`src/mom_pkg.sv`:
```
package mom_pkg;
   // ------------------------------------------------------------
   // timing
   // ------------------------------------------------------------
   localparam int unsigned CLK_MHZ = 125;
   localparam int unsigned TICK_US = 1000;
   // cycles per 1 ms tick
   localparam int unsigned TICK_CYCLES = TICK_US * CLK_MHZ;
   localparam int unsigned TICKS_PER_SEC = 1000;
   // ------------------------------------------------------------
   // setting ranges and factory defaults
   // ------------------------------------------------------------
   localparam logic [7:0] WARN_LEVEL_MIN = 8'h1e;
   localparam logic [7:0] WARN_LEVEL_MAX = 8'h96;
   localparam logic [7:0] WARN_LEVEL_RST = 8'h96;
   localparam logic [4:0] HOLD_TIME_MAX = 5'h1e;
   localparam logic [4:0] HOLD_TIME_RST = 5'h0a;
   localparam logic TRIP_ENABLE_RST = 1'b1;
   localparam logic [7:0] TRIP_LEVEL_MIN = 8'h1e;
   localparam logic [7:0] TRIP_LEVEL_MAX = 8'hc8;
   localparam logic [7:0] TRIP_LEVEL_RST = 8'hb4;
   localparam logic [5:0] TRIP_TIME_MAX = 6'h3c;
   localparam logic [5:0] TRIP_TIME_RST = 6'h3c;
   localparam logic [3:0] OC_FUNC_OVERLOAD = 4'h5;
   localparam logic [3:0] OC_FUNC_RST = 4'h0;

   // settings as one bundle
   typedef struct packed {
      logic [7:0] warn_level;
      logic [4:0] hold_time;
      logic trip_enable;
      logic [7:0] trip_level;
      logic [5:0] trip_time;
      logic [3:0] oc_func;
      logic relay_sel;
   } mom_cfg_t;

   localparam mom_cfg_t CFG_RST = '{warn_level: WARN_LEVEL_RST, hold_time: HOLD_TIME_RST,
      trip_enable: TRIP_ENABLE_RST, trip_level: TRIP_LEVEL_RST, trip_time: TRIP_TIME_RST,
      oc_func: OC_FUNC_RST, relay_sel: 1'b0};
endpackage : mom_pkg

```
`src/mom_tick.sv`:
```
`timescale 1ns/1ps
`default_nettype none
// ------------------------------------------------------------
// periodic tick generator
// ------------------------------------------------------------
module mom_tick
(
   input wire logic core_clk,
   input wire logic rst_b,
   output logic tick
);
   typedef struct packed {
      logic [16:0] cnt;
      logic tick;
   } mom_tick_st_t;

   localparam logic [16:0] LAST = 17'(mom_pkg::TICK_CYCLES - 1);

   mom_tick_st_t st;
   mom_tick_st_t next_st;

   // count up one tick period
   always_comb
   begin
      next_st = st;
      next_st.tick = 1'b0;
      if (st.cnt == LAST)
      begin
         next_st.cnt = '0;
         next_st.tick = 1'b1;
      end
      else
      begin
         next_st.cnt = st.cnt + 17'h00001;
      end
   end

   // state register
   always_ff @(posedge core_clk)
   begin
      if (!rst_b)
         st <= '0;
      else
         st <= next_st;
   end

   assign tick = st.tick;
endmodule : mom_tick
`default_nettype wire

```
`src/mom_monitor.sv`:
```
`timescale 1ns/1ps
`default_nettype none
// Contract
// - warning hold time is settable 0 to 30 s and defaults to 10 s.
// - the alarm is raised when measured current reaches the warning level.
// - the alarm stays on for the hold time after current falls below the level.
// - warning level is a percentage of rated motor current.
// - the alarm appears on the open-collector output pair when it is set for overload and the relay is not selected.
// - the alarm goes to at most one of open-collector output or relay output.
// - open-collector output carries the alarm only while its function code is 5.
// - the warning never shuts the drive output off.
// - trip enable is one bit defaulting to 1 and only when set does overload trip.
// - with trip enabled the output turns off after excess current lasts the trip time.
// - trip level is settable 30 to 200 percent and defaults to 180 percent.
// - warning level is settable 30 to 150 percent and defaults to 150 percent.
// - trip time is settable 0 to 60 s, defaults to 60 s, and trips at or above level.
module mom_monitor
(
   input wire logic core_clk,
   input wire logic rst_b,
   input wire logic [15:0] motor_current,
   input wire logic [15:0] rated_motor_current,
   input wire logic [7:0] overload_warn_level,
   input wire logic [4:0] overload_warn_hold_time,
   input wire logic overload_trip_enable,
   input wire logic [7:0] overload_trip_level,
   input wire logic [5:0] overload_trip_time,
   input wire logic [3:0] open_collector_output_function,
   input wire logic relay_select,
   input wire logic cfg_load,
   input wire logic factory_reset,
   input wire logic fault_reset,
   output logic open_collector_output,
   output logic relay_output,
   output logic overload_warning,
   output logic overload_trip,
   output logic drive_output_enable
);
   // ------------------------------------------------------------
   // state
   // ------------------------------------------------------------
   typedef struct packed {
      mom_pkg::mom_cfg_t cfg;
      logic warn;
      logic [15:0] hold_cnt;
      logic [15:0] trip_cnt;
      logic trip;
      logic oc_out;
      logic relay;
      logic drv_en;
   } mom_st_t;

   localparam logic [15:0] TPS = 16'(mom_pkg::TICKS_PER_SEC);

   mom_st_t st;
   mom_st_t next_st;
   logic tick;

   // clamp a value into a range
   function automatic logic [7:0] mom_clamp8(input logic [7:0] v, input logic [7:0] lo,
                                             input logic [7:0] hi);
      if (v < lo)
         return lo;
      else if (v > hi)
         return hi;
      return v;
   endfunction : mom_clamp8

   // true when current >= pct percent of rated
   function automatic logic mom_at_or_above(input logic [15:0] cur, input logic [15:0] rated,
                                            input logic [7:0] pct);
      logic [23:0] lhs;
      logic [23:0] rhs;
      lhs = {8'h00, cur} * 24'h000064;
      rhs = {8'h00, rated} * {16'h0000, pct};
      return lhs >= rhs;
   endfunction : mom_at_or_above

   // ------------------------------------------------------------
   // tick source
   // ------------------------------------------------------------
   // fixed periodic tick
   mom_tick u_tick
   (
      .core_clk(core_clk),
      .rst_b(rst_b),
      .tick(tick)
   );

   logic warn_hit;
   logic trip_hit;
   logic [15:0] hold_ticks;
   logic [15:0] trip_ticks;

   assign warn_hit = mom_at_or_above(motor_current, rated_motor_current, st.cfg.warn_level);
   assign trip_hit = mom_at_or_above(motor_current, rated_motor_current, st.cfg.trip_level);
   assign hold_ticks = 16'({11'h000, st.cfg.hold_time} * TPS);
   assign trip_ticks = 16'({10'h000, st.cfg.trip_time} * TPS);

   // ------------------------------------------------------------
   // next state
   // ------------------------------------------------------------
   always_comb
   begin
      next_st = st;
      if (factory_reset)
      begin
         next_st.cfg = mom_pkg::CFG_RST;
      end
      else if (cfg_load)
      begin
         next_st.cfg.warn_level = mom_clamp8(overload_warn_level, mom_pkg::WARN_LEVEL_MIN,
                                             mom_pkg::WARN_LEVEL_MAX);
         next_st.cfg.hold_time = (overload_warn_hold_time > mom_pkg::HOLD_TIME_MAX) ?
                                 mom_pkg::HOLD_TIME_MAX : overload_warn_hold_time;
         next_st.cfg.trip_enable = overload_trip_enable;
         next_st.cfg.trip_level = mom_clamp8(overload_trip_level, mom_pkg::TRIP_LEVEL_MIN,
                                             mom_pkg::TRIP_LEVEL_MAX);
         next_st.cfg.trip_time = (overload_trip_time > mom_pkg::TRIP_TIME_MAX) ?
                                 mom_pkg::TRIP_TIME_MAX : overload_trip_time;
         next_st.cfg.oc_func = open_collector_output_function;
         next_st.cfg.relay_sel = relay_select;
      end
      if (tick)
      begin
         if (warn_hit)
         begin
            next_st.warn = 1'b1;
            next_st.hold_cnt = '0;
         end
         else if (st.warn)
         begin
            if (st.hold_cnt >= hold_ticks)
               next_st.warn = 1'b0;
            else
               next_st.hold_cnt = st.hold_cnt + 16'h0001;
         end
         // trip at or above level for trip time
         if (trip_hit)
         begin
            if (st.trip_cnt >= trip_ticks)
            begin
               if (st.cfg.trip_enable)
                  next_st.trip = 1'b1;
            end
            else
            begin
               next_st.trip_cnt = st.trip_cnt + 16'h0001;
            end
         end
         else
         begin
            next_st.trip_cnt = '0;
         end
      end
      if (fault_reset && !(tick && trip_hit && st.cfg.trip_enable && st.trip_cnt >= trip_ticks))
      begin
         next_st.trip = 1'b0;
         next_st.trip_cnt = '0;
      end
      // open collector only with code 5
      next_st.oc_out = next_st.warn && !next_st.cfg.relay_sel &&
                       (next_st.cfg.oc_func == mom_pkg::OC_FUNC_OVERLOAD);
      next_st.relay = next_st.warn && next_st.cfg.relay_sel;
      // only the trip gates the drive
      next_st.drv_en = !next_st.trip;
   end

   // state register
   always_ff @(posedge core_clk)
   begin
      if (!rst_b)
      begin
         st <= '0;
         st.cfg <= mom_pkg::CFG_RST;
         st.drv_en <= 1'b1;
      end
      else
      begin
         st <= next_st;
      end
   end

   // outputs straight from flops
   assign open_collector_output = st.oc_out;
   assign relay_output = st.relay;
   assign overload_warning = st.warn;
   assign overload_trip = st.trip;
   assign drive_output_enable = st.drv_en;
endmodule : mom_monitor
`default_nettype wire

```
`config.mk`:
```
export PLATFORM = sky130hd
export DESIGN_NAME = mom_monitor
export DESIGN_NICKNAME = d
export VERILOG_FILES = /design/src/mom_pkg.sv /design/src/mom_tick.sv /design/src/mom_monitor.sv
export SDC_FILE = /design/constraint.sdc
export NUM_CORES = 1
export LEC_CHECK = 0
export ABC_AREA = 1
export BUFFER_PORTS_ARGS = -buffer_cell sky130_fd_sc_hd__buf_2
export CAP_MARGIN = 20
export CORE_UTILIZATION = 50
export CTS_BUF_LIST = sky130_fd_sc_hd__clkbuf_2
export DETAILED_ROUTE_END_ITERATION = 8
export PLACE_DENSITY = 0.74
export SLEW_MARGIN = 25
export SYNTH_ARGS = -nofsm -noshare
export SYNTH_HDL_FRONTEND = slang
export SYNTH_HIERARCHICAL = 1
export SYNTH_SLANG_ARGS = --single-unit
```
`constraint.sdc`:
```
create_clock -name core_clk -period 6.84 [get_ports core_clk]
set_input_delay 0.342 -clock core_clk [delete_from_list [all_inputs] [get_ports core_clk]]
set_output_delay 0.342 -clock core_clk [all_outputs]
set_load 0.005 [all_outputs]
```
# --- Word-level counts from Yosys, hierarchy flattened ---
# Index checks and enable logic that the tools add are counted.
word_totals:
  ff_bits: 88
  in_bits: 70
  out_inout_bits: 5
  wordCells: 85
op_classes:
  add_sub_neg: 3
  multipliers: 5
  magnitude_cmp: 10
  n_eq_ne: 4
  muxes: 30
  n_bitwise: 1
  reduce_logical: 16
op_table:
  columns: ["op", "count"]
  rows:
  - ["greater-or-equal comparator 23 x 24 -> 1 bit", 2]
  - ["multiplier 16 x 8 -> 24 bit", 2]
  - ["two-way mux 16 bit", 3]
  - ["two-way mux 8 bit", 6]
  - ["two-way mux 17 bit", 2]
  - ["two-way mux 34 bit", 1]
  - ["adder 16 x 1 -> 16 bit, second input constant", 2]
  - ["multiplier 16 x 5 -> 21 bit, second input constant", 1]
  - ["adder 17 x 1 -> 17 bit, second input constant", 1]
  - ["== test 17 bit, second input constant", 1]
  - ["greater-or-equal comparator 16 x 15 -> 1 bit", 1]
  - ["greater-or-equal comparator 16 bit", 1]
  - ["greater-than comparator 8 bit, second input constant", 2]
  - ["< comparator 8 x 5 -> 1 bit, second input constant", 2]
  - ["two-way mux 5 bit", 3]
  - ["two-way mux 1 bit", 14]
  - ["multiplier 6 x 7 -> 13 bit, second input constant", 1]
  - ["multiplier 5 x 7 -> 12 bit, second input constant", 1]
  - ["logical AND 1 bit", 7]
  - ["greater-than comparator 6 bit, second input constant", 1]
  - ["two-way mux 6 bit", 1]
  - ["OR reduction 2 bit", 3]
  - ["greater-than comparator 5 bit, second input constant", 1]
  - ["== test 4 x 3 -> 1 bit, second input constant", 1]
  - ["6 further kinds", 9]

# --- Longest topological paths before layout ---
depth:
  depth_word: 9
  ltp_mapped: 39

# --- Cells and area by module ---
# Netlist, hierarchy kept.
modules_own_cells:
  columns: ["module", "n_inst", "cells_each", "area_per_inst_um2"]
  rows:
  - ["mom_monitor", 1, 2346, 16807.4]
  - ["mom_tick", 1, 135, 940.9]

# --- Worst setup path after synthesis ---
# No wires, ideal clock.
synth_path:
  kind: "input to register"
  from: "input port rated_motor_current[2]"
  to: "register st[26] (netlist name)"
  arrival_time_ns: 5.933
  required_ns: 6.725
  path_slack_ns: 0.792
  stages: 32
  path_buffers: 3
  path_cell_list: "clkbuf_1 > clkbuf_1 > nand2_1 > inv_1 > fa_1 > fa_1 > fa_1 > inv_1 > fa_1 > inv_1 > ha_1 > a21oi_1 > a21boi_1 > o21ai_0 > a21oi_1 > o21ai_1 > a21boi_1 > xor2_1 > ha_1 > a21oi_1 > nor3_1 > a211oi_1 > nand2_1 > nand2_1 > nand2_1 > nand2_1 > nand2_1 > nand2_4 > nand2_2 > buf_4 > a21oi_1 > nor2_1"
synth_rtl:
  columns: ["item", "line", "source"]
  rows:
  - ["start: declaration", "mom_monitor.sv:22", "input wire logic [15:0] rated_motor_current,"]

==> summary.md <==
| Metric | Value |
|---|---|
| IO Count | 75 |
| WP buf/inv | 6 |
| Initial core utilization | 51.13% |
| XOR/XNOR Fraction of Synth Area | 4.829% |
| CP Class | flop to flop |
| WP data arrival | 6.93 ns |
| CTS buffer count | 9 |
| Met1 usage | 29.78% |
| Flop2flop setup slack | 0.45 ns |
| CTS Buffer Depth | 2 |
| Max-cap viol count | 0 |
| H-tree depth | 3 |
| Path depth of the worst reg2reg path | 33 |
| Minimum clock period | 6.387 ns |
| Startpoint Class | flop |
| Top cell by count, worst path | nand2_1 |
| Worst endpoint required time | 7.38 ns |
| Slew margin rel. | 53.22% |
| Post-DR vias/cell | 5.143 |
| Post-synth top area cell | fa_1 |
| TNS Setup | 0 ns |
| Largest stage delay, worst path | 0.55 ns |
| Final count of pins violating max slew | 0 |
| Run status | complete, no violations |
| Async SR Flop Fraction | 0% |
| Main synth FF type | dfxtp_1 |
| Pwr/cell area | 261.8 mW/mm2 |
| Worst setup EP type | flop |
| Worst-Margin Slew | 0.7008 ns |
| Vias | 15390 |
| Synth top area share | 22.78% |
| Util after Layout | 54.51% |
| First-pass DRT Iterations | 7 |
| Setup Buffers After CTS | 0 |
| Hold Crit Start | relay_select |
| RD Place Congestion | 0.9284 |
| Antenna violations before repair | 1 |
| VDD IR-drop max | 0.2260 mV |
| Lkg Pwr | 10.98 nW |
| Core Area | 0.03471 mm2 |
| CTS root buffer | clkbuf_2 |
| Post-route ant nets | 0 |
| Clock slew at reported path FFs | 0.27 ns |
| Crit path max-delay cell type | fa_1 |
| Post-synthesis simple-gate area fraction | 21.16% |
| Synthesized area per cell | 7.154 um2 |
| HPWL after DPL | 34.52 mm |
| Flops & latches, synth | 88 |
| Yosys warns | 6 |
| Fin nets | 3062 |
| Crit path max fanout | 17 |
| First-pass GRT wire length | 72.78 mm |
| Worst Skew | 0.02956 ns |
| Count of final setup violators | 0 |
| Grt peak-use layer | met2 |
| Std cell rows | 68 |
| Number of port buffers | 74 |
| Drt wl/cell | 13.96 um |
| F_max | 156.6 MHz |
| Hold path cells | 3 |
| # fillers | 3367 |
| Register area share after synthesis | 9.926% |
| Met3 usage | 1.711% |
| Die X-Extent | 190.4 um |
| CP top delay family | adder cells |
| DR DRC count | 0 |
| Synthesized instance count | 2481 |
| Die H | 190.4 um |
| Post-synth EDFFs | 0 |
| Share of layout cells above drive strength 1 | 6.977% |
| Total die area | 0.03625 mm2 |
| Mux contribution to synthesized area | 0% |
| Initial DRC count | 724 |
| FF-to-FF End | st[33] |
| Pin count of the biggest net entering global routing | 53 |
| HP Class | primary input to flop |
| Largest cells by area after synthesis | fa_1 (23%), ha_1 (18%), inv_1 (13%) |
| Post-Syn Nets | 3011 |
| Met2 Usage GRT | 45.54% |
| CTS tree | built |
| Worst r2r src | st[67] |
| Final wirelength | 41.79 mm |
| Vias in the first global route | 15810 |
| Synth unique cells | 57 |
| Mapped cell area | 0.01775 mm2 |
| Worst-Skew Late Latency | 0.59 ns |
| Compound-Gate Fraction of Synth Area | 7.649% |
| Clock sinks | 88 |
| Unrepaired setup endpoints after global routing | false |
| Final worst path period share | 93.38% |
| Grt total ovfl | 0 |
| Largest family of logic cells by synthesized area | adder cells |
| All-layer global routing usage | 24.40% |
| Post-Synth Adder-Cell Area | 40.97% |
| Area growth syn-to-layout | 6.613% |
| Hold violation total from the final report | 0 |
| Hold endpoint | st[37] |
==> flip-flops by register name (all words and copies together) (netlist names) <==
register,cells
relay_output,1
overload_warning,1
drive_output_enable,1
open_collector_output,1
u_tick/st,17
st,65
overload_trip,1
u_tick/tick,1
==> cells in the final DEF, fill, tap and decap left out, types with 5 or more instances in the layout <==
master,n
xnor2_1,35
o211ai_1,5
nand4_1,40
nand2_4,5
o21ai_1,8
nand2_1,553
nor2_1,133
nor3_1,22
nand3_1,76
nor4_1,5
fa_1,202
dlygate4sd3_1,28
o22ai_1,5
dfxtp_1,80
clkbuf_2,9
a211oi_1,7
nand2_2,21
a21o_1,7
a31oi_1,9
xor2_1,61
dfxtp_2,7
buf_4,26
o21ai_0,43
inv_1,621
inv_2,7
a21oi_1,128
ha_1,258
o21bai_1,10
buf_2,74
==> area by class of cell <==
type | count | area, um2 | share of cell area, %
Antenna cell | 1 | 2.502 | 0.01322
Clock buffer | 9 | 45.04 | 0.2380
Inverter | 628 | 2357 | 12.46
Multi-Input combinational cell | 1676 | 13240 | 69.99
Sequential cell | 88 | 1774 | 9.376
Timing Repair Buffer | 129 | 865.8 | 4.576
Clock inverter | 7 | 65.06 | 0.3438
Tap cell | 455 | 569.3 | 3.009
==> routing by layer <==
metal	share of wire [%]	wire length, um
met5	0	0
met4	2.2	901
met3	4.0	1664
met2	52	21600
met1	42	17620
==> stage by stage <==
step                std cells  instance area [um2]  hold WS, ns  power, mW  worst slack, ns
floorplan                2481                17750       0.4205      3.692           0.7918
global placement         2948                18520       0.4560      4.569           0.5001
detailed placement       2948                18520       0.4718      4.684           0.3449
CTS                      2990                18890     0.004976      4.989           0.2404
global route             2993                18920     0.001501      5.628         0.008009
finish                   2993                18920      0.06770      4.954           0.4527
==> repair_timing <==
action | CTS | global route
hold buffers | 26 | 2
endpoints found under the setup margin | 0 | 31
resized for setup | 0 | 10
endpoints found under the hold margin | 26 | 2
==> worst min-delay path: stages <==
cell and delay, ns:
buf_2 0.07, o21ai_0 0.12, nor2_1 0.11
==> kinds of logic (layout without fill, tap and decap cells) <==
kind of cell / Yosys count / after routing
XOR/XNOR: 97 / 97
other: 0 / 1
AO/OA/AOI/OAI: 240 / 240
buffers and inverters: 717 / 773
AND/OR/NAND/NOR: 879 / 879
adder cells (fa/ha/maj): 460 / 460
flip-flops: 88 / 88
==> synthesized netlist by cell type, types with 3 or more instances <==
| cell | n |
|---|---|
| a21oi_1 | 128 |
| xnor2_1 | 35 |
| a31oi_1 | 9 |
| o22ai_1 | 5 |
| fa_1 | 202 |
| buf_1 | 4 |
| clkbuf_1 | 74 |
| buf_4 | 3 |
| ha_1 | 258 |
| o21ai_1 | 7 |
| xor2_1 | 61 |
| o31ai_1 | 3 |
| a21o_1 | 7 |
| dfxtp_1 | 88 |
| nor4_1 | 5 |
| nor3_1 | 22 |
| nand2_1 | 553 |
| nand2_4 | 5 |
| o21bai_1 | 10 |
| buf_2 | 4 |
| inv_2 | 7 |
| nand3b_1 | 3 |
| nand3_1 | 76 |
| nor2_4 | 3 |
| a211oi_1 | 7 |
| nor2_1 | 133 |
| nand4_1 | 40 |
| o2111ai_1 | 3 |
| nand2_2 | 21 |
| o211ai_1 | 5 |
| o21ai_0 | 44 |
| inv_1 | 621 |
==> how the worst max path moves through the flow <==
stage | startpoint | end | slack, ns | cells past startpoint
after global routing | st[67] | st[33] | 0.008 | 31
final | st[67] | st[33] | 0.45 | 33
after detailed placement | st[66] | relay_output | 0.34 | 29
after global placement | st[66] | relay_output | 0.50 | 29
after CTS | st[66] | st[33] | 0.24 | 30
after floorplan | rated_motor_current[2] | st[26] | 0.79 | 32
==> power by group <==
part | internal (mW) | switching, mW
combinational | 1.59 | 2.56
sequential | 0.523 | 0.0172
clock | 0.0565 | 0.207
Power figures use the tool's default switching activity.
